--- src/hdl/tmsa_pkg.sv ---
// Purpose: Shared constants and types of the multiframe sink adapter
// Assumes: 250 MHz core clock, byte-wide payload, label strobe from upstream
// Notes:   Registers are 32-bit words behind a classic Wishbone slave
// What this block does
// - Flag mismatch when accepted label is not 011
// - Recover multiframe phase from label bits 6,7
// - One sequence error drops to out-of-multiframe
// - Four clean frames enter in-multiframe state
// - Fixed timeout out of multiframe declares loss
// - Loss clears on re-entering in-multiframe state
// - Inactive forces server fail, silences causes and events
// - Server fail on mismatch or multiframe loss
// - Mismatch cause only without incoming trail fail
// - Loss cause needs no trail fail, no mismatch
// - Tributaries indexed by L 1-20, sub-index M
// - Bits 6,7 cycle 11, 00, 01, 10
package tmsa_pkg;

  localparam int PAY_DW        = 8;
  localparam int ACCEPT_FRAMES = 5;

  // Register byte addresses
  localparam logic [7:0] ADR_CTRL = 8'h00;
  localparam logic [7:0] ADR_STAT = 8'h04;
  localparam logic [7:0] ADR_EVT  = 8'h08;
  localparam logic [7:0] ADR_MASK = 8'h0C;
  localparam logic [7:0] ADR_TSEL = 8'h10;
  localparam logic [7:0] ADR_TEN  = 8'h14;

  // Field positions and reset values
  localparam int         CTRL_ACT_BIT = 0;
  localparam int         TEN_EN_BIT   = 0;
  localparam int         EV_PLM       = 0;
  localparam int         EV_LOM       = 1;
  localparam int         EV_LOCK      = 2;
  localparam int         EV_UNLOCK    = 3;
  localparam int         EV_W         = 4;
  localparam logic [3:0] MASK_RST     = 4'h0;
  localparam int         LBL_LO       = 3;
  localparam int         LBL_HI       = 5;
  localparam int         MF_LO        = 1;
  localparam int         MF_HI        = 2;

  localparam logic [2:0] LABEL_EXPECTED = 3'h3;
  localparam logic [1:0] MF_FIRST       = 2'h3;
  localparam logic [2:0] ALIGN_FRAMES   = 3'h4;

  // Loss-of-multiframe time and its cycle count
  localparam int unsigned LOM_TIME_US     = 3000;
  localparam int unsigned CLK_KHZ         = 250000;
  localparam int unsigned LOM_CYCLES_DFLT = LOM_TIME_US * (CLK_KHZ / 1000);

  // Tributary numbering
  localparam int         NUM_TRIB    = 140;
  localparam logic [4:0] L_MAX       = 5'h14;
  localparam logic [1:0] TRIB_LARGE  = 2'h0;
  localparam logic [1:0] TRIB_SMALLA = 2'h1;
  localparam logic [7:0] TRIB_BASE_A = 8'h14;
  localparam logic [7:0] TRIB_BASE_B = 8'h50;

  typedef enum logic {MF_HUNT, MF_LOCK} tmsa_mf_state_t;

  typedef struct packed {
    logic        cyc;
    logic        stb;
    logic        we;
    logic [7:0]  adr;
    logic [3:0]  sel;
    logic [31:0] dat;
  } tmsa_wb_req_t;

  typedef struct packed {
    logic        ack;
    logic [31:0] dat;
  } tmsa_wb_rsp_t;

  typedef struct packed {
    logic [1:0] typ;
    logic [1:0] m;
    logic [4:0] l;
  } tmsa_tsel_t;

  typedef struct packed {
    logic [1:0] code;
    logic [2:0] label;
    logic       tsf;
    logic       in_mf;
    logic       lom;
    logic       plm;
  } tmsa_stat_t;

  // Successor code in the multiframe sequence
  function automatic logic [1:0] mf_next(input logic [1:0] c);
    mf_next = c + 2'h1;
  endfunction : mf_next

endpackage : tmsa_pkg

--- src/hdl/tmsa_label_filter.sv ---
`timescale 1ns/1ps
// Purpose: Persistence filter for the payload label field
// Assumes: One strobe per frame while the label byte is present
// Notes:   Accepted value starts at the expected code
module tmsa_label_filter
  import tmsa_pkg::*;
#(
  parameter int ACCEPT_N = ACCEPT_FRAMES
) (
  // Clock and reset
  input  wire logic       core_clk_i,
  input  wire logic       rstn_i,
  input  wire logic       ce_i,
  // Label in
  input  wire logic       strobe_i,
  input  wire logic [2:0] label_i,
  // Accepted label
  output logic [2:0]      accepted_o
);

  typedef struct packed {
    logic [2:0] cand;
    logic [3:0] cnt;
    logic [2:0] acc;
  } tmsa_filt_st_t;

  tmsa_filt_st_t q;
  tmsa_filt_st_t d;

  always_comb begin
    d = q;
    if (strobe_i) begin
      if (label_i != q.cand) begin
        d.cand = label_i;
        d.cnt  = 4'h1;
      end else if (q.cnt != 4'(ACCEPT_N)) begin
        d.cnt = q.cnt + 4'h1;
      end
      if (d.cnt == 4'(ACCEPT_N)) begin
        d.acc = label_i;
      end
    end
  end

  always_ff @(posedge core_clk_i or negedge rstn_i) begin
    if (!rstn_i) begin
      q.cand <= LABEL_EXPECTED;
      q.cnt  <= 4'h0;
      q.acc  <= LABEL_EXPECTED;
    end else if (ce_i) begin
      q <= d;
    end
  end

  assign accepted_o = q.acc;

  AST_LABEL_PERSIST:
    assert property (@(posedge core_clk_i) disable iff (!rstn_i)
      (ce_i && strobe_i && label_i == q.cand && q.cnt == 4'(ACCEPT_N - 1))
      |=> accepted_o == $past(label_i))
    else $error("label not accepted after persistence");

  AST_LABEL_HOLD:
    assert property (@(posedge core_clk_i) disable iff (!rstn_i)
      !(ce_i && strobe_i) |=> $stable(accepted_o))
    else $error("accepted label changed without a strobe");

endmodule : tmsa_label_filter

--- src/hdl/tmsa_sink.sv ---
// Local design decisions: the Wishbone register port and the placing of the registers.
`timescale 1ns/1ps
// Purpose: Label check and multiframe alignment on a payload stream
// Assumes: Same-clock upstream logic, label_strobe_i once per frame
// Notes:   Registers on classic Wishbone, one level interrupt
module tmsa_sink
  import tmsa_pkg::*;
#(
  parameter int          DW         = PAY_DW,
  parameter int unsigned LOM_CYCLES = LOM_CYCLES_DFLT,
  parameter int          ACCEPT_N   = ACCEPT_FRAMES
) (
  // Clock, reset, enable
  input  wire logic          core_clk_i,
  input  wire logic          rstn_i,
  input  wire logic          ce_i,
  // Payload from path termination
  input  wire logic [DW-1:0] payload_data_in_i,
  input  wire logic          payload_valid_i,
  input  wire logic          payload_frame_start_in_i,
  input  wire logic          label_strobe_i,
  input  wire logic          incoming_trail_fail_i,
  // Payload to tributaries
  output logic [DW-1:0]      payload_data_o,
  output logic               payload_valid_o,
  output logic               payload_frame_start_o,
  output logic               multiframe_start_out_o,
  output logic               tributary_server_fail_out_o,
  output logic [NUM_TRIB-1:0] trib_active_o,
  // Fault causes
  output logic               label_mismatch_cause_o,
  output logic               multiframe_loss_cause_o,
  // Register bus and interrupt
  input  wire tmsa_wb_req_t  wb_req_i,
  output tmsa_wb_rsp_t       wb_rsp_o,
  output logic               irq_o
);

  localparam int LW = $clog2(LOM_CYCLES + 1);

  typedef struct packed {
    tmsa_mf_state_t    mf_state;
    logic [1:0]        prev_code;
    logic              prev_vld;
    logic [2:0]        good_cnt;
    logic [LW-1:0]     lom_tmr;
    logic              lom_def;
    logic              plm_def;
    logic              act;
    logic [EV_W-1:0]   evt;
    logic [EV_W-1:0]   mask;
    tmsa_tsel_t        tsel;
    logic [NUM_TRIB-1:0] trib_en;
    logic [DW-1:0]     data;
    logic              valid;
    logic              fs;
    logic              mfs;
    logic              fail;
    logic              plm_cause;
    logic              lom_cause;
    logic              irq;
    logic              ack;
    logic [31:0]       rdat;
  } tmsa_sink_st_t;

  tmsa_sink_st_t q;
  tmsa_sink_st_t d;

  logic [2:0] label_acc;

  // Valid tributary selection
  function automatic logic trib_valid(input tmsa_tsel_t s);
    logic l_ok;
    l_ok = (s.l != 5'h0) && (s.l <= L_MAX);
    if (s.typ == TRIB_LARGE) begin
      trib_valid = l_ok && (s.m == 2'h0);
    end else begin
      trib_valid = l_ok && (s.m != 2'h0) && (s.typ != 2'h3);
    end
  endfunction : trib_valid

  // Flat index of a tributary sink
  function automatic logic [7:0] trib_index(input tmsa_tsel_t s);
    logic [7:0] l0;
    logic [7:0] m0;
    logic [7:0] off;
    l0  = 8'(s.l) - 8'h01;
    m0  = 8'(s.m) - 8'h01;
    off = 8'(l0 * 8'h03) + m0;
    unique case (s.typ)
      TRIB_LARGE:  trib_index = l0;
      TRIB_SMALLA: trib_index = TRIB_BASE_A + off;
      default:     trib_index = TRIB_BASE_B + off;
    endcase
  endfunction : trib_index

  // Byte-lane merge of a write
  function automatic logic [31:0] wb_merge(input logic [31:0] old,
                                           input tmsa_wb_req_t r);
    logic [31:0] res;
    res = old;
    for (int i = 0; i < 4; i++) begin
      if (r.sel[i]) begin
        res[8*i +: 8] = r.dat[8*i +: 8];
      end
    end
    wb_merge = res;
  endfunction : wb_merge

  tmsa_label_filter #(
    .ACCEPT_N (ACCEPT_N)
  ) u_label_filter (
    .core_clk_i (core_clk_i),
    .rstn_i     (rstn_i),
    .ce_i       (ce_i),
    .strobe_i   (label_strobe_i),
    .label_i    (payload_data_in_i[LBL_HI:LBL_LO]),
    .accepted_o (label_acc)
  );

  logic [1:0]      code;
  logic            code_ok;
  logic            hit;
  logic            rd_clr;
  logic [31:0]     wval;
  logic [EV_W-1:0] new_ev;
  tmsa_stat_t      stat;

  always_comb begin
    d       = q;
    code    = payload_data_in_i[MF_HI:MF_LO];
    code_ok = q.prev_vld && (code == mf_next(q.prev_code));
    hit     = wb_req_i.cyc && wb_req_i.stb && !q.ack;
    rd_clr  = 1'b0;
    wval    = 32'h0;
    new_ev  = '0;
    stat    = '0;

    // Straight pass of the payload
    d.data = payload_data_in_i;
    d.valid = payload_valid_i;
    d.fs    = payload_frame_start_in_i;
    d.mfs   = 1'b0;

    // Multiframe alignment on bits 6 and 7
    if (label_strobe_i) begin
      d.prev_code = code;
      d.prev_vld  = 1'b1;
      unique case (q.mf_state)
        MF_HUNT: begin
          if (!code_ok) begin
            d.good_cnt = 3'h0;
          end else if (q.good_cnt == ALIGN_FRAMES - 3'h1) begin
            d.mf_state = MF_LOCK;
            d.good_cnt = 3'h0;
          end else begin
            d.good_cnt = q.good_cnt + 3'h1;
          end
        end
        MF_LOCK: begin
          if (!code_ok) begin
            d.mf_state = MF_HUNT;
          end
        end
      endcase
    end

    // Pulse with the frame start of code 11
    if (payload_frame_start_in_i && q.mf_state == MF_LOCK &&
        mf_next(q.prev_code) == MF_FIRST) begin
      d.mfs = 1'b1;
    end

    // Loss timer runs only out of multiframe
    if (d.mf_state == MF_LOCK) begin
      d.lom_tmr = '0;
      d.lom_def = 1'b0;
    end else if (!q.lom_def) begin
      if (q.lom_tmr == LW'(LOM_CYCLES - 1)) begin
        d.lom_def = 1'b1;
      end else begin
        d.lom_tmr = q.lom_tmr + LW'(1);
      end
    end

    // Defects, consequent action and causes
    d.plm_def   = (label_acc != LABEL_EXPECTED);
    d.fail      = !q.act || q.plm_def || q.lom_def;
    d.plm_cause = q.act && q.plm_def && !incoming_trail_fail_i;
    d.lom_cause = q.act && q.lom_def && !incoming_trail_fail_i &&
                  !q.plm_def;

    // Status events, silent while inactive
    new_ev[EV_PLM] = d.plm_cause && !q.plm_cause;
    new_ev[EV_LOM] = d.lom_cause && !q.lom_cause;
    new_ev[EV_LOCK]   = q.act && d.mf_state == MF_LOCK && q.mf_state == MF_HUNT;
    new_ev[EV_UNLOCK] = q.act && d.mf_state == MF_HUNT && q.mf_state == MF_LOCK;

    stat.code  = q.prev_code;
    stat.label = label_acc;
    stat.tsf   = incoming_trail_fail_i;
    stat.in_mf = (q.mf_state == MF_LOCK);
    stat.lom   = q.lom_def;
    stat.plm   = q.plm_def;

    // Register slave, one wait state
    d.ack = hit;
    if (hit && !wb_req_i.we) begin
      unique case (wb_req_i.adr)
        ADR_CTRL: d.rdat = 32'(q.act);
        ADR_STAT: d.rdat = 32'(stat);
        ADR_EVT: begin
          d.rdat = 32'(q.evt);
          rd_clr = 1'b1;
        end
        ADR_MASK: d.rdat = 32'(q.mask);
        ADR_TSEL: d.rdat = 32'(q.tsel);
        ADR_TEN: begin
          d.rdat = 32'h0;
          d.rdat[TEN_EN_BIT + 1] = trib_valid(q.tsel);
          if (trib_valid(q.tsel)) begin
            d.rdat[TEN_EN_BIT] = q.trib_en[trib_index(q.tsel)];
          end
        end
        default: d.rdat = 32'h0;
      endcase
    end
    if (hit && wb_req_i.we) begin
      unique case (wb_req_i.adr)
        ADR_CTRL: begin
          wval  = wb_merge(32'(q.act), wb_req_i);
          d.act = wval[CTRL_ACT_BIT];
        end
        ADR_MASK: begin
          wval   = wb_merge(32'(q.mask), wb_req_i);
          d.mask = wval[EV_W-1:0];
        end
        ADR_TSEL: begin
          wval   = wb_merge(32'(q.tsel), wb_req_i);
          d.tsel = tmsa_tsel_t'(wval[$bits(tmsa_tsel_t)-1:0]);
        end
        ADR_TEN: begin
          wval = wb_merge(32'h0, wb_req_i);
          if (trib_valid(q.tsel)) begin
            d.trib_en[trib_index(q.tsel)] = wval[TEN_EN_BIT];
          end
        end
        default: wval = 32'h0;
      endcase
    end

    // New events win over a read clear
    d.evt = (q.evt & ~{EV_W{rd_clr}}) | new_ev;
    d.irq = |(d.evt & d.mask);
  end

  always_ff @(posedge core_clk_i or negedge rstn_i) begin
    if (!rstn_i) begin
      q      <= '0;
      q.mask <= MASK_RST;
      q.fail <= 1'b1;
    end else if (ce_i) begin
      q <= d;
    end
  end

  assign payload_data_o              = q.data;
  assign payload_valid_o             = q.valid;
  assign payload_frame_start_o       = q.fs;
  assign multiframe_start_out_o      = q.mfs;
  assign tributary_server_fail_out_o = q.fail;
  assign trib_active_o               = q.trib_en;
  assign label_mismatch_cause_o      = q.plm_cause;
  assign multiframe_loss_cause_o     = q.lom_cause;
  assign wb_rsp_o.ack                = q.ack;
  assign wb_rsp_o.dat                = q.rdat;
  assign irq_o                       = q.irq;

  AST_PLM_DEFECT:
    assert property (@(posedge core_clk_i) disable iff (!rstn_i)
      ce_i |=> q.plm_def == ($past(label_acc) != LABEL_EXPECTED))
    else $error("label mismatch defect does not follow accepted label");

  AST_UNLOCK_ON_ERROR:
    assert property (@(posedge core_clk_i) disable iff (!rstn_i)
      (ce_i && label_strobe_i && q.mf_state == MF_LOCK && !code_ok)
      |=> q.mf_state == MF_HUNT)
    else $error("sequence error did not leave in-multiframe");

  AST_LOCK_AFTER_FOUR:
    assert property (@(posedge core_clk_i) disable iff (!rstn_i)
      (q.mf_state == MF_LOCK && $past(q.mf_state) == MF_HUNT)
      |-> $past(q.good_cnt) == 3'h3 && $past(label_strobe_i && code_ok))
    else $error("in-multiframe entered without four clean frames");

  AST_LOM_TIMEOUT:
    assert property (@(posedge core_clk_i) disable iff (!rstn_i)
      $rose(q.lom_def) |-> $past(q.lom_tmr) == LW'(LOM_CYCLES - 1))
    else $error("multiframe loss declared at wrong time");

  AST_LOM_CLEARED:
    assert property (@(posedge core_clk_i) disable iff (!rstn_i)
      q.mf_state == MF_LOCK |-> !q.lom_def)
    else $error("multiframe loss present while aligned");

  AST_INACTIVE:
    assert property (@(posedge core_clk_i) disable iff (!rstn_i)
      (ce_i && !q.act) |=> tributary_server_fail_out_o &&
      !label_mismatch_cause_o && !multiframe_loss_cause_o)
    else $error("inactive function reports or lets traffic through");

  AST_SERVER_FAIL:
    assert property (@(posedge core_clk_i) disable iff (!rstn_i)
      (ce_i && q.act) |=> tributary_server_fail_out_o ==
      ($past(q.plm_def) || $past(q.lom_def)))
    else $error("server fail does not follow the defects");

  AST_PLM_CAUSE:
    assert property (@(posedge core_clk_i) disable iff (!rstn_i)
      ce_i |=> label_mismatch_cause_o ==
      $past(q.act && q.plm_def && !incoming_trail_fail_i))
    else $error("label mismatch cause wrong");

  AST_LOM_CAUSE:
    assert property (@(posedge core_clk_i) disable iff (!rstn_i)
      (ce_i && (q.plm_def || incoming_trail_fail_i)) |=> !multiframe_loss_cause_o)
    else $error("multiframe loss cause not suppressed");

  AST_LOM_CAUSE_SET:
    assert property (@(posedge core_clk_i) disable iff (!rstn_i)
      (ce_i && q.act && q.lom_def && !q.plm_def && !incoming_trail_fail_i)
      |=> multiframe_loss_cause_o)
    else $error("multiframe loss cause not reported");

  AST_FAIL_ON_DEFECT:
    assert property (@(posedge core_clk_i) disable iff (!rstn_i)
      (ce_i && (q.plm_def || q.lom_def)) |=> tributary_server_fail_out_o)
    else $error("server fail missing while a defect is present");

  AST_MF_PULSE:
    assert property (@(posedge core_clk_i) disable iff (!rstn_i)
      (ce_i && multiframe_start_out_o) |=> !multiframe_start_out_o)
    else $error("multiframe start longer than one cycle");

  AST_MF_PULSE_FS:
    assert property (@(posedge core_clk_i) disable iff (!rstn_i)
      multiframe_start_out_o |-> payload_frame_start_o && q.mf_state == MF_LOCK)
    else $error("multiframe start off a frame start");

endmodule : tmsa_sink

--- config.mk ---
export PLATFORM = sky130hd
export DESIGN_NAME = tmsa_sink
export DESIGN_NICKNAME = d
export VERILOG_FILES = /design/src/hdl/tmsa_pkg.sv /design/src/hdl/tmsa_label_filter.sv /design/src/hdl/tmsa_sink.sv
export SDC_FILE = /design/constraint.sdc
export NUM_CORES = 1
export LEC_CHECK = 0
export BUFFER_PORTS_ARGS = -buffer_cell sky130_fd_sc_hd__buf_2
export CORE_ASPECT_RATIO = 0.8
export CORE_MARGIN = 2
export CORE_UTILIZATION = 50
export DETAILED_ROUTE_END_ITERATION = 8
export GPL_ROUTABILITY_DRIVEN = 0
export PLACE_DENSITY = 0.82
export SLEW_MARGIN = 20
export SYNTH_ARGS = -nofsm -noshare
export SYNTH_HDL_FRONTEND = slang
export SYNTH_SLANG_ARGS = --single-unit
export TNS_END_PERCENT = 20
--- constraint.sdc ---
create_clock -name core_clk_i -period 5.1 [get_ports core_clk_i]
set_input_delay 0.255 -clock core_clk_i [delete_from_list [all_inputs] [get_ports core_clk_i]]
set_output_delay 0.255 -clock core_clk_i [all_outputs]
set_load 0.05 [all_outputs]
== After elaboration in Yosys (flattened, before gate mapping) ==
Index checks and enable logic that the tools add are counted.

* Mux-type cells: 47
* Shift operators: 0
* Reduce and logical (&&, ||, !) cells: 48
* Equal/unequal tests: 17
* Add/subtract/negate cells: 9
* $mul: 1
* Bitwise operators: 6
* Magnitude comparators: 4
* Divide/modulo/power cells: 0

{| class="wikitable"
|+ Operator list
! cell !! number
|-
| $mux 140 || 2
|-
| $mux 153 || 1
|-
| $bwmux 140 || 1
|-
| $mux 8 || 7
|-
| $pmux 9 s6 || 1
|-
| $mux 21 || 2
|-
| $logic_and 1x1->1 || 23
|-
| $add 20x1->20 const B || 1
|-
| $eq 20x20->1 const B || 1
|-
| $mux 20 || 1
|-
| $mux 4 || 5
|-
| $lt 8x9->1 const B || 2
|-
| $mux 1 || 18
|-
| $eq 8x4->1 const B || 2
|-
| $eq 8x5->1 const B || 2
|-
| $pmux 8 s2 || 1
|-
| $reduce_and 4->1 || 4
|-
| $reduce_and 3->1 || 4
|-
| $mux 3 || 3
|-
| $mux 9 || 1
|-
| $add 5x8->8 const A || 1
|-
| $add 7x8->8 const A || 1
|-
| $add 8x8->8 || 1
|-
| $and 4x4->4 || 2
|-
| other kinds (34) || 45
|}

* Flip-flop bits (word level): 245
* Logic and storage cells: 160
* Bits of input ports: 62
* Memories: 0
* Bits in writable memories: 0
* Bits in latches: 0
* Memory bits (read-only): 0
* Output and inout port bits: 188

== Depth between registers and ports, before layout ==
Gate-level depths: netlist of the first run.

* Depth in word-level cells: 20
* Gate-level depth with buffers: 22
* Mapped depth without buffers: 20

== By module ==
Synthesis of the first run repeated with hierarchy kept, for this count alone.

* Cell total of the unflattened synthesis: 1379
* Area, all modules: 13593.0 um^2

{| class="wikitable"
|+ Modules (own cells, without submodules)
! module !! cells each !! area each (um^2) !! sequential area each (um^2) !! times used
|-
| tmsa_sink || 1326 || 13006.2 || 5306.3 || 1
|-
| tmsa_label_filter || 53 || 586.8 || 255.2 || 1
|}

== Worst setup path before layout of the first run ==
No wires, ideal clock.

* Path kind: register -> register
* From: register q[188] (netlist name)
* To: register (tool-made name)
* Arrival: 4.440 ns
* Period minus slack after synthesis: 4.565 ns
* Required time: 4.975 ns
* Stages on the path, launching flop included: 20
* Setup time: 0.125 ns
* Path buffers: 2
* Slack: 0.535 ns
* Path through: dfrtp_1 > buf_4 > inv_1 > ha_1 > inv_1 > fa_1 > inv_1 > fa_1 > nand2b_1 > a21oi_2 > xor2_1 > ha_1 > inv_1 > nand2_1 > nand2_1 > o31a_1 > a211oi_4 > buf_6 > nand2_1 > mux2_4

{| class="wikitable"
|+ RTL lines
! what !! RTL line !! text
|-
| start, declared || tmsa_sink.sv:66 || <nowiki>tmsa_sink_st_t q;</nowiki>
|}

==> run summary, run 1 <==
Diode count -> 0
Mapped cell area -> 13400 um^2
Multi-input gate area -> 6290 um^2
Die ar. -> 28200 um^2
Reg area -> 5560 um^2
Critical Path Fanout Max -> 16
Share of post-route cells with drive strength above 1 -> 0.320
Largest net degree at the start of global routing -> 118
CTS tree -> yes
Prevailing post-synth register cell -> dfrtp_1
Post-Synthesis Cells -> 1368
Reg2reg start -> q[189]
Via density -> 5.81
Max incr delay on CP -> 0.52 ns
Core area -> 26300 um^2
Wirelength per Cell -> 19.5 um
WL final -> 34800 um
Critical path class -> reg2reg
Power Dens Cells -> 269 nW/um^2
Yosys warnings -> 0
Syn-to-layout area delta -> 8.69%
Antenna Nets Post-Route -> 0
Final instance area -> 14600 um^2
Crit path cell chain -> inv_1 -> ha_1 -> nor3b_1 -> xnor2_1 -> buf_4 -> fa_1 -> inv_1 -> ha_1 -> nor3b_1 -> a311oi_1 -> inv_1 -> or3_1 -> a2111o_1 -> o41ai_4 -> buf_4 -> buf_4 -> o211ai_4 -> nor2_1 -> mux2_2
Vias in the first global route -> 10200
CTS Root Cell -> clkbuf_16
#FFs+latches synth -> 222
Final Max Tran Viols -> 0
CTS Buffer Depth -> 3
Post-synth ARST share -> 1.00
Total track usage -> 0.244
Family with the most delay on the worst path -> adder cells
Worst endpoint required time -> 5.51 ns
Clock-pin slew on the worst setup and hold paths -> 0.06 ns
Die Span X -> 187 um
Mux cell area share after synthesis -> 0.153
Register-to-Register Path Depth -> 19
Via count -> 10400
Final setup violation count -> 0
Min-Delay Path Class -> in2reg
Status -> finished, final reports clean
Max transition margin -> 0.282
R2R setup slack -> 0.21 ns
Max rail drop VDD -> 0.224 mV
Tcrit/Tclk final -> 0.959
Post-synth EDFFs -> 0
Initial Util -> 0.510
Synth Area in XOR/XNOR -> 0.0293
Drt pass-1 iters -> 5
Fin Hold WS -> 0.0177 ns
Critical Path Stages -> 19
Detailed router's first-iteration violation count -> 857
Initial antenna violation count -> 1
Later-pin clock latency in the skew report -> 0.52 ns
Final nets -> 1497
I/O Pins -> 250
Port Buf Inserts -> 201
Slowest stage cell, crit path -> fa_1
Critical Path Source Type -> flip-flop
Grt ovf -> 0
Highest clock rate -> 204 MHz
Post-DP HPWL -> 24000 um
Fin. Hold Viols -> 0
Post-DP Area -> 13600 um^2
Crit. End Element -> flip-flop
Netlist cell types -> 74
First-pass GRT wire length -> 54900 um
Worst Path Arrival -> 5.30 ns
Static Leak -> 7.07 nW
Sequential cell area fraction in the yosys report -> 0.414
Row cnt -> 53
Fillers -> 2194
Post-Syn Area per Cell -> 9.82 um^2
Total of max-cap violations -> 0
Synth Area in Compound Gates -> 0.110
Synth Area in Adders -> 0.0231
Worst Skew -> 0.00815 ns
Die Y -> 151 um
Post-Synth Simple-Gate Area -> 0.137
Cts bufs inserted -> 24
Clock period minus worst slack -> 4.89 ns
Main combinational cell family by area after synthesis -> multiplexers
Buf+Inv Stages, Crit Path -> 6
Actual slew at the worst max-slew pin -> 1.08 ns
Sinks on the clock net -> 222
Worst Setup SP -> q[189]
Final routed DRC violation total -> 0
Depth of the CTS H-tree -> 1
==> worst min path at each step <==
stage / from / endpoint / slack, ns / cells past startpoint
final: wb_req_i[2] / q[190] / 0.02 / 2
after global routing: wb_req_i[3] / q[200] / 0.01 / 2
after CTS: wb_req_i[2] / q[190] / 0.004 / 2
after detailed placement: rstn_i / irq_o / 0.40 / 1
after global placement: rstn_i / irq_o / 0.40 / 1
after floorplan: rstn_i / asynchronous set/reset pin / -0.04 / 0
==> worst register-to-register path: stages, from the launching register on <==
cell and delay [ns]:
dfrtp_1 0.44, inv_1 0.14, ha_1 0.25, nor3b_1 0.29
xnor2_1 0.10, buf_4 0.16, fa_1 0.52, inv_1 0.05
ha_1 0.40, nor3b_1 0.08, a311oi_1 0.22, inv_1 0.08
or3_1 0.47, a2111o_1 0.44, o41ai_4 0.06, buf_4 0.20
buf_4 0.13, o211ai_4 0.18, nor2_1 0.20, mux2_2 0.36
==> cell usage after synthesis, drive strengths merged (3+ instances only) <==
library cell / count / area, um^2
a22oi: 5 / 37.5
or2: 6 / 37.5
buf: 200 / 1480
a21oi: 27 / 161
xnor2: 19 / 185
fa: 3 / 60.1
o31ai: 6 / 45.0
o211ai: 4 / 45.1
a211oi: 6 / 82.6
nor3b: 5 / 37.5
ha: 20 / 250
nor3: 45 / 236
nor4: 10 / 62.6
o221ai: 6 / 52.6
nor4b: 3 / 26.3
xor2: 23 / 209
a221oi: 3 / 26.3
inv: 37 / 139
a21o: 5 / 37.5
o31a: 3 / 26.3
and4: 5 / 43.8
nand2: 139 / 524
mux2: 170 / 1970
or3: 5 / 31.3
and3: 6 / 37.5
clkbuf: 48 / 180
nand4: 9 / 56.3
nor2b: 8 / 50.1
o21ai: 36 / 180
a31oi: 13 / 87.6
and2: 4 / 25.0
nor2: 142 / 536
nand2b: 4 / 25.0
o22ai: 62 / 388
nand3: 16 / 80.1
mux2i: 8 / 80.1
dfstp: 5 / 131
dfrtp: 217 / 5430
o22a: 7 / 61.3
o32ai: 8 / 77.6
==> metrics by stage <==
stage	setup TNS (ns)	util	worst slack [ns]	instances	power, W
finish	0	0.555	0.209	1787	0.00392
global route	-0.00548	0.555	-0.00469	1787	0.00407
detailed placement	-0.0137	0.517	-0.0137	1725	0.00228
CTS	0	0.550	0.0371	1782	0.00394
global placement	0	0.517	0.187	1725	0.00226
floorplan	0	-	0.535	1390	0.00217
==> report_power, final <==
group,internal [W],switching (W)
clock,0.000946,0.000715
combinational,0.000123,0.000251
sequential,0.00182,0.0000625
==> cell type report <==
type / instances / share of cell area
clock buffers: 35 / 0.0475
clock inverters: 9 / 0.00386
inverters: 37 / 0.00951
multi-input cells: 883 / 0.431
flip-flops and latches: 222 / 0.381
well taps: 357 / 0.0306
repair buffers: 244 / 0.0967
==> metal layers <==
layer / global-route usage / vias up / part of all wire
met2: 0.386 / 479 / 0.46
met5: 0 / - / 0.00037
li1: - / 4664 / -
met4: 0.0821 / 2 / 0.029
met3: 0.0471 / 89 / 0.088
met1: 0.338 / 5149 / 0.43
==> logic make-up after synthesis <==
| group | Yosys count |
|---|---|
| AO/OA/AOI/OAI | 207 |
| XOR/XNOR | 42 |
| adder cells (fa/ha/maj) | 23 |
| buffers and inverters | 285 |
| flip-flops | 222 |
| multiplexers | 178 |
| other | 1 |
| AND/OR/NAND/NOR | 410 |
==> cell usage in the layout (no fill, tap or decap), drive strengths merged, types with 7 or more instances in the layout <==
cell	n
nor2	142
dfrtp	217
nor2b	8
buf	231
nor3	45
mux2	170
nor4	10
clkbuf	35
o21ai	36
dlygate4sd3	13
xnor2	19
a21oi	27
o32ai	8
xor2	23
o22ai	62
inv	38
conb	23
nand2	139
ha	20
o22a	7
nand4	9
a31oi	13
mux2i	8
nand3	16
==> what timing repair did <==
item,CTS,global route
pin swaps,0,3
gates resized for setup,1,10
hold buffers,13,0
endpoints found under the hold margin,122,0
setup endpoints to repair,2,133
setup buffers,0,5
Note: power is estimated with default switching activity, not from simulation.
==> inputs of run 2 (changes only) <==
--- a/config.mk
+++ b/config.mk
@@ -15,5 +15,6 @@
 export SLEW_MARGIN = 20
 export SYNTH_ARGS = -nofsm -noshare
 export SYNTH_HDL_FRONTEND = slang
+export SYNTH_HIERARCHICAL = 1
 export SYNTH_SLANG_ARGS = --single-unit
 export TNS_END_PERCENT = 20
==> run 2 against run 1 <==
Net effect: via count is 5.0% higher; routed wire length is 9.5% higher; critical path depth is 1 lower.
==> run summary, run 2 <==
Status -> finished, final reports clean
Clock-pin slew on the worst setup and hold paths -> 0.06 ns (about the same)
Prevailing post-synth register cell -> dfrtp_1
Register-to-Register Path Depth -> 18 (-1)
Worst hold endpoint -> q[232]
Largest net degree at the start of global routing -> 123 (+4.2%)
Worst Path Arrival -> 5.29 ns (about the same)
Post-DP HPWL -> 26300 um (+9.7%)
Hold Path Origin -> payload_data_in_i[1]
Worst Skew -> 0.0189 ns (+0.0108 ns)
Post-Synthesis Cells -> 1379 (+0.80%)
Cts bufs inserted -> 24 (unchanged)
Static Leak -> 6.86 nW (-3.0%)
Wirelength per Cell -> 21.4 um (+9.8%)
Total of max-cap violations -> 0 (unchanged)
Post-route setup TNS -> 0 ns (unchanged)
Fin. Hold Viols -> 0 (unchanged)
Final nets -> 1491 (-0.40%)
Critical Path Fanout Max -> 19 (+3)
First-pass GRT wire length -> 59300 um (+8.0%)
Leading area contributor after synthesis -> dfrtp_1
Final Max Tran Viols -> 0 (unchanged)
Core area -> 26500 um^2 (+0.76%)
Yosys warnings -> 6 (+6)
Fillers -> 2212 (+0.82%)
Drt pass-1 iters -> 5 (unchanged)
Via count -> 10900 (+5.0%)
Slowest stage cell, crit path -> fa_1
Vias in the first global route -> 10600 (+4.0%)
Highest clock rate -> 206 MHz (+0.60%)
Synth top area share -> 0.399 (-0.00473)
Initial Util -> 0.512 (+0.00216)
WL met1 -> 15700 um (+6.1%)
Met3 wire len -> 4110 um (+34%)
Row cnt -> 53 (unchanged)
Post-synth ARST share -> 1.00 (unchanged)
Fin Hold WS -> 0.0147 ns (-0.00302 ns)
Cell with the most instances after synthesis -> dfrtp_1
Crit. End Element -> flip-flop
Diode count -> 0 (unchanged)
CTS Buffer Depth -> 3 (unchanged)
WL final -> 38100 um (+9.5%)
Via density -> 6.12 (+5.3%)
Final Worst Setup Slack -> 0.238 ns (+0.0291 ns)
Total track usage -> 0.263 (+0.0189)
CTS tree -> yes
Max rail drop VDD -> 0.193 mV (-14%)
R2R setup slack -> 0.24 ns (+0.03 ns)
Initial antenna violation count -> 0 (-1)
Final routed DRC violation total -> 0 (unchanged)
Critical Path Source Type -> flip-flop
Share of post-route cells with drive strength above 1 -> 0.296 (-0.0246)
Netlist cell types -> 71 (-4.1%)
Later-pin clock latency in the skew report -> 0.52 ns (about the same)
Antenna Nets Post-Route -> 0 (unchanged)
#FFs+latches synth -> 222 (unchanged)
Post-synth EDFFs -> 0 (unchanged)
Actual slew at the worst max-slew pin -> 0.959 ns (-0.118 ns)
Max transition margin -> 0.360 (+0.0786)
Final setup violation count -> 0 (unchanged)
Sinks on the clock net -> 222 (unchanged)
Worst hold stages -> 2 (unchanged)
Max incr delay on CP -> 0.56 ns (+0.04 ns)
Reg2reg start -> q[188]
Die Y -> 151 um (+0.57%)
Min-Delay Path Class -> in2reg
Tcrit/Tclk final -> 0.953 (-0.00571)
Sequential cell area fraction in the yosys report -> 0.409 (-0.00484)
Mapped cell area -> 13600 um^2 (+1.2%)
Top post-synthesis cells by area -> dfrtp_1, buf_4, mux2_2
Critical path class -> reg2reg
Top Layer Used -> met4
Die Span X -> 188 um (+0.58%)
Syn-to-layout area delta -> 8.82%
Commonest cells post-synth -> dfrtp_1, buf_4, nand2_1
Commonest non-fill, non-tap cell in the layout -> dfrtp_1
Port Buf Inserts -> 201 (unchanged)
Most frequent cells in the layout -> dfrtp_1, buf_2, nand2_1, o31ai_1, mux2_2
Depth of the CTS H-tree -> 1 (unchanged)
I/O Pins -> 250 (unchanged)
Worst endpoint required time -> 5.52 ns (about the same)
Power Dens Cells -> 275 nW/um^2 (+2.3%)
Met2 wire len -> 17000 um (+6.8%)
Die ar. -> 28500 um^2 (+1.2%)
Clock period minus worst slack -> 4.86 ns (-0.0291 ns)
CTS Root Cell -> clkbuf_16
Post CTS Setup Buffer Count -> 0 (unchanged)
Post-Syn Area per Cell -> 9.86 um^2 (+0.38%)
Grt ovf -> 0 (unchanged)
DP Worst Slack -> -0.0217 ns (-0.00801 ns)
Post-Route Utilization -> 0.558 (+0.00301)
Crit path cell chain -> inv_2 -> ha_2 -> inv_1 -> fa_1 -> inv_1 -> fa_1 -> nand2b_1 -> a21oi_1 -> xor2_2 -> ha_1 -> a211oi_1 -> a31oi_1 -> o211a_1 -> buf_4 -> nand3_1 -> buf_4 -> nor3_1 -> mux2i_1
Detailed router's first-iteration violation count -> 1185 (+38%)
-- run 2: cell types whose count changed after synthesis, sizes merged, moves of 22 or more --
cell   before  now
mux2      170   87
mux2i       8   33
mux4        0   22
nor2      142   55
o21ai      36   65
o22ai      62    3
o31ai       6  130
-- run 2: metal layers --
metal	vias to the layer above	global-route usage
met3	99	0.0751
met4	0	0.0906
met1	5335	0.366
met2	605	0.395
li1	4858	-
met5	-	0
-- run 2: where the power goes --
part	internal [W]	switching [W]
Sequential	0.00180	0.0000341
Combinational	0.0000947	0.000239
Clock	0.00117	0.000723
Total	0.00307	0.000996
-- run 2: kinds of logic (layout without fill, tap and decap cells) --
logic type               Yosys count  after routing  share of synthesized area
XOR/XNOR                          34             34                     0.0225
buffers and inverters            301            324                      0.135
flip-flops                       222            222                      0.409
other                              1             23                   0.000276
adder cells (fa/ha/maj)           22             22                     0.0219
AND/OR/NAND/NOR                  354            354                      0.124
multiplexers                     142            142                      0.133
AO/OA/AOI/OAI                    303            303                      0.154
-- run 2: layout make-up --
class | count | area, um^2 | area share
repair buffers | 244 | 1370 | 0.0925
inverters | 37 | 139 | 0.00939
well taps | 357 | 447 | 0.0302
clock inverters | 9 | 151 | 0.0102
clock buffers | 34 | 709 | 0.0480
multi-input cells | 878 | 6410 | 0.434
flip-flops and latches | 222 | 5560 | 0.376
-- run 2: what timing repair did --
action / 4_1_cts / 5_1_grt
hold endpoints to repair: 127 / 0
hold buffers: 12 / 0
pin swaps: 0 / 1
resized for setup: 1 / 13
endpoints found under the setup margin: 20 / 98
-- run 2: per-stage QoR --
stage | instance area [um^2] | cells | total power, W
final | 14800 | 1781 | 0.00406
after global routing | 14800 | 1781 | 0.00419
after CTS | 14700 | 1781 | 0.00408
after detailed placement | 13700 | 1726 | 0.00219
after global placement | 13700 | 1726 | 0.00218
after floorplan | 13700 | 1401 | 0.00210
-- run 2: worst max path at each step --
stage / start / end / slack, ns / cells past startpoint
3_5_place_dp: q[188] / flip-flop / -0.02 / 14
2_1_floorplan: q[188] / flip-flop / 0.54 / 18
4_1_cts: q[188] / flip-flop / 0.07 / 16
5_1_grt: q[188] / flip-flop / -0.04 / 18
6_report: q[188] / flip-flop / 0.24 / 18
3_3_place_gp: q[188] / flip-flop / 0.16 / 16
-- run 2: critical path: cells and delay by family (launching register included) --
kind	cells	cell delay, ns
muxes	1	0.27
adders and majority gates	4	1.64
AOI/OAI and AO/OA	4	0.70
buffers and inverters	5	0.71
xor gates and xnor gates	1	0.33
and+or+nand+nor	3	0.71
DFF	1	0.42
==> inputs of run 3 (changes only) <==
--- a/config.mk
+++ b/config.mk
@@ -6,12 +6,14 @@
 export NUM_CORES = 1
 export LEC_CHECK = 0
 export BUFFER_PORTS_ARGS = -buffer_cell sky130_fd_sc_hd__buf_2
+export CELL_PAD_IN_SITES_DETAIL_PLACEMENT = 1
+export CELL_PAD_IN_SITES_GLOBAL_PLACEMENT = 2
 export CORE_ASPECT_RATIO = 0.8
 export CORE_MARGIN = 2
-export CORE_UTILIZATION = 50
+export CORE_UTILIZATION = 35
 export DETAILED_ROUTE_END_ITERATION = 8
 export GPL_ROUTABILITY_DRIVEN = 0
-export PLACE_DENSITY = 0.82
+export PLACE_DENSITY = 0.89
 export SLEW_MARGIN = 20
 export SYNTH_ARGS = -nofsm -noshare
 export SYNTH_HDL_FRONTEND = slang
==> run 3 against run 2 <==
Net effect: flip-flop and latch count is the same; total power down 1.5%; largest power group is now registers; combinational power increased by 6.6%; fmax shrank 1.5%; final cell count grew 9.8%; count of clock-buffer cells in the layout grew 1; sequential power hardly changed; core utilization is 16 points lower; non-clock buffer count rose by 33; clock power shrank 4%.
==> run summary, run 3 (synthesized netlist as in run 2, its figures left out) <==
Status -> finished, final reports clean
Crit path top cell by count -> buf_4
Register-to-Register Path Depth -> 19 (+1)
Max incr delay on CP -> 0.47 ns (-0.09 ns)
CTS Buffer Depth -> 3 (unchanged)
Core area -> 38300 um^2 (+44%)
Total track usage -> 0.223 (-0.0393)
Detailed router's first-iteration violation count -> 869 (-27%)
Via count -> 11100 (+1.6%)
Critical Path Stages -> 19 (+1)
Post-DP HPWL -> 32900 um (+25%)
Slowest stage cell, crit path -> o311ai_4
Port Buf Inserts -> 201 (unchanged)
Clock period minus worst slack -> 4.93 ns (+0.0723 ns)
Crit. End Element -> flip-flop
Reg2reg start -> q[188]
Critical Path Source Type -> flip-flop
Power Dens Cells -> 263 nW/um^2 (-4.3%)
CTS tree -> yes
RSZ-0062 raised after global routing -> true
Die Y -> 180 um (+19%)
Antenna Nets Post-Route -> 0 (unchanged)
CTS Root Cell -> clkbuf_16
WL final -> 45700 um (+20%)
Die ar. -> 40400 um^2 (+42%)
Critical path class -> reg2reg
Worst Setup SP -> q[188]
Fin. Hold Viols -> 0 (unchanged)
Post-Route Utilization -> 0.398 (-0.160)
Total Power -> 0.00400 W (-1.5%)
Min-Delay Path Class -> in2reg
Depth of the CTS H-tree -> 1 (unchanged)
Static Leak -> 6.99 nW (+1.9%)
Drt pass-1 iters -> 5 (unchanged)
Final nets -> 1526 (+2.3%)
Later-pin clock latency in the skew report -> 0.54 ns (+0.02 ns)
Sinks on the clock net -> 222 (unchanged)
Critical Path Fanout Max -> 9 (-10)
R2R setup slack -> 0.17 ns (-0.07 ns)
Fillers -> 4326 (+96%)
Via density -> 5.66 (-7.5%)
Clock-pin slew on the worst setup and hold paths -> 0.07 ns (about the same)
Fin Hold WS -> 0.0135 ns (-0.00122 ns)
Highest clock rate -> 203 MHz (-1.5%)
Family with the most delay on the worst path -> simple AND/OR/NAND/NOR gates
Wirelength per Cell -> 23.4 um (+9.3%)
Final setup violation count -> 0 (unchanged)
Initial Util -> 0.355 (-0.157)
Most frequent cells in the layout -> dfrtp_1, buf_2, o31ai_1, nand2_1, mux2_2
Share of post-route cells with drive strength above 1 -> 0.314 (+0.0183)
Crit path cell chain -> inv_2 -> ha_2 -> xor2_2 -> buf_4 -> xnor2_1 -> ha_1 -> ha_1 -> or2_1 -> and3_1 -> o311ai_4 -> nand3_1 -> xnor2_1 -> a211oi_2 -> buf_4 -> buf_4 -> nor4_2 -> buf_4 -> nand2_1 -> mux2_2
Tcrit/Tclk final -> 0.968 (+0.0142)
Largest net degree at the start of global routing -> 101 (-18%)
Syn-to-layout area delta -> 12.0%
Max transition margin -> 0.260 (-0.101)
Cts bufs inserted -> 26 (+8.3%)
Die Span X -> 224 um (+19%)
Commonest non-fill, non-tap cell in the layout -> dfrtp_1
Worst Skew -> 0.0233 ns (+0.00436 ns)
Final instance area -> 15200 um^2 (+3.0%)
Total of max-cap violations -> 0 (unchanged)
Initial antenna violation count -> 1 (+1)
I/O Pins -> 250 (unchanged)
Worst Path Arrival -> 5.35 ns (+0.06 ns)
Grt ovf -> 0 (unchanged)
Row cnt -> 64 (+21%)
Actual slew at the worst max-slew pin -> 1.10 ns (+0.144 ns)
First-pass GRT wire length -> 71000 um (+20%)
Vias in the first global route -> 11600 (+9.7%)
Final routed DRC violation total -> 0 (unchanged)
Max rail drop VDD -> 0.237 mV (+23%)
Post-DP Area -> 14100 um^2 (+2.9%)
Final Max Tran Viols -> 0 (unchanged)
Buf+Inv Stages, Crit Path -> 5 (unchanged)
Worst endpoint required time -> 5.52 ns (about the same)
run 3: cell count changes in the layout (fill, tap and decap cells not counted), sizes merged:
cell / delta
diode: +1
dlygate4sd3: +4
buf: +29
bufinv: -3
clkinv: +5
clkbuf: +1
inv: -1
run 3: area by class of cell:
type,instances,area (um^2),area share
Clock inverter,10,77.6,0.00509
Timing Repair Buffer,277,1650,0.108
Antenna cell,1,2.50,0.000164
Sequential cell,222,5560,0.365
Tap cell,495,619,0.0407
Clock buffer,35,736,0.0483
Multi-Input combinational cell,878,6440,0.423
Inverter,37,139,0.00912
run 3: repair_timing:
item | 4_1_cts | 5_1_grt
gates resized for setup | 1 | 19
hold buffers | 16 | 0
pin swaps | 0 | 2
endpoints found under the setup margin | 35 | 119
endpoints found under the hold margin | 109 | 0
buffers inserted | 0 | 2
run 3: worst min path at each step:
| stage | start | endpoint | slack, ns | depth (start not counted) |
|---|---|---|---|---|
| after detailed placement | rstn_i | payload_data_o[6] | 0.36 | 1 |
| final | wb_req_i[3] | q[191] | 0.01 | 2 |
| after floorplan | rstn_i | asynchronous set/reset pin | -0.04 | 0 |
| after global routing | wb_req_i[2] | q[199] | 0.009 | 2 |
| after global placement | rstn_i | asynchronous set/reset pin | 0.38 | 1 |
| after CTS | payload_data_in_i[2] | payload_data_o[2] | 0.0007 | 2 |
run 3: stage by stage:
step,setup TNS (ns),setup WS [ns],cells
after floorplan,0,0.545,1401
after global placement,0,0.240,1891
after detailed placement,0,0.0346,1891
after CTS,0,0.0183,1952
after global routing,-0.135,-0.0331,1955
final,0,0.165,1955
run 3: power breakdown:
part	leakage, nW	switching (W)	internal, W
registers	2.97	0.0000325	0.00180
clock network	0.406	0.000760	0.00105
logic	3.62	0.000255	0.0000996
run 3: metal layers:
| layer | vias to the layer above | track usage | share of wire | wire, um |
|---|---|---|---|---|
| li1 | 4914 | - | - | - |
| met4 | 0 | 0.0683 | 0.031 | 1420 |
| met2 | 381 | 0.352 | 0.46 | 21200 |
| met5 | - | 0 | 0 | 0 |
| met3 | 88 | 0.0383 | 0.062 | 2810 |
| met1 | 5683 | 0.314 | 0.44 | 20300 |
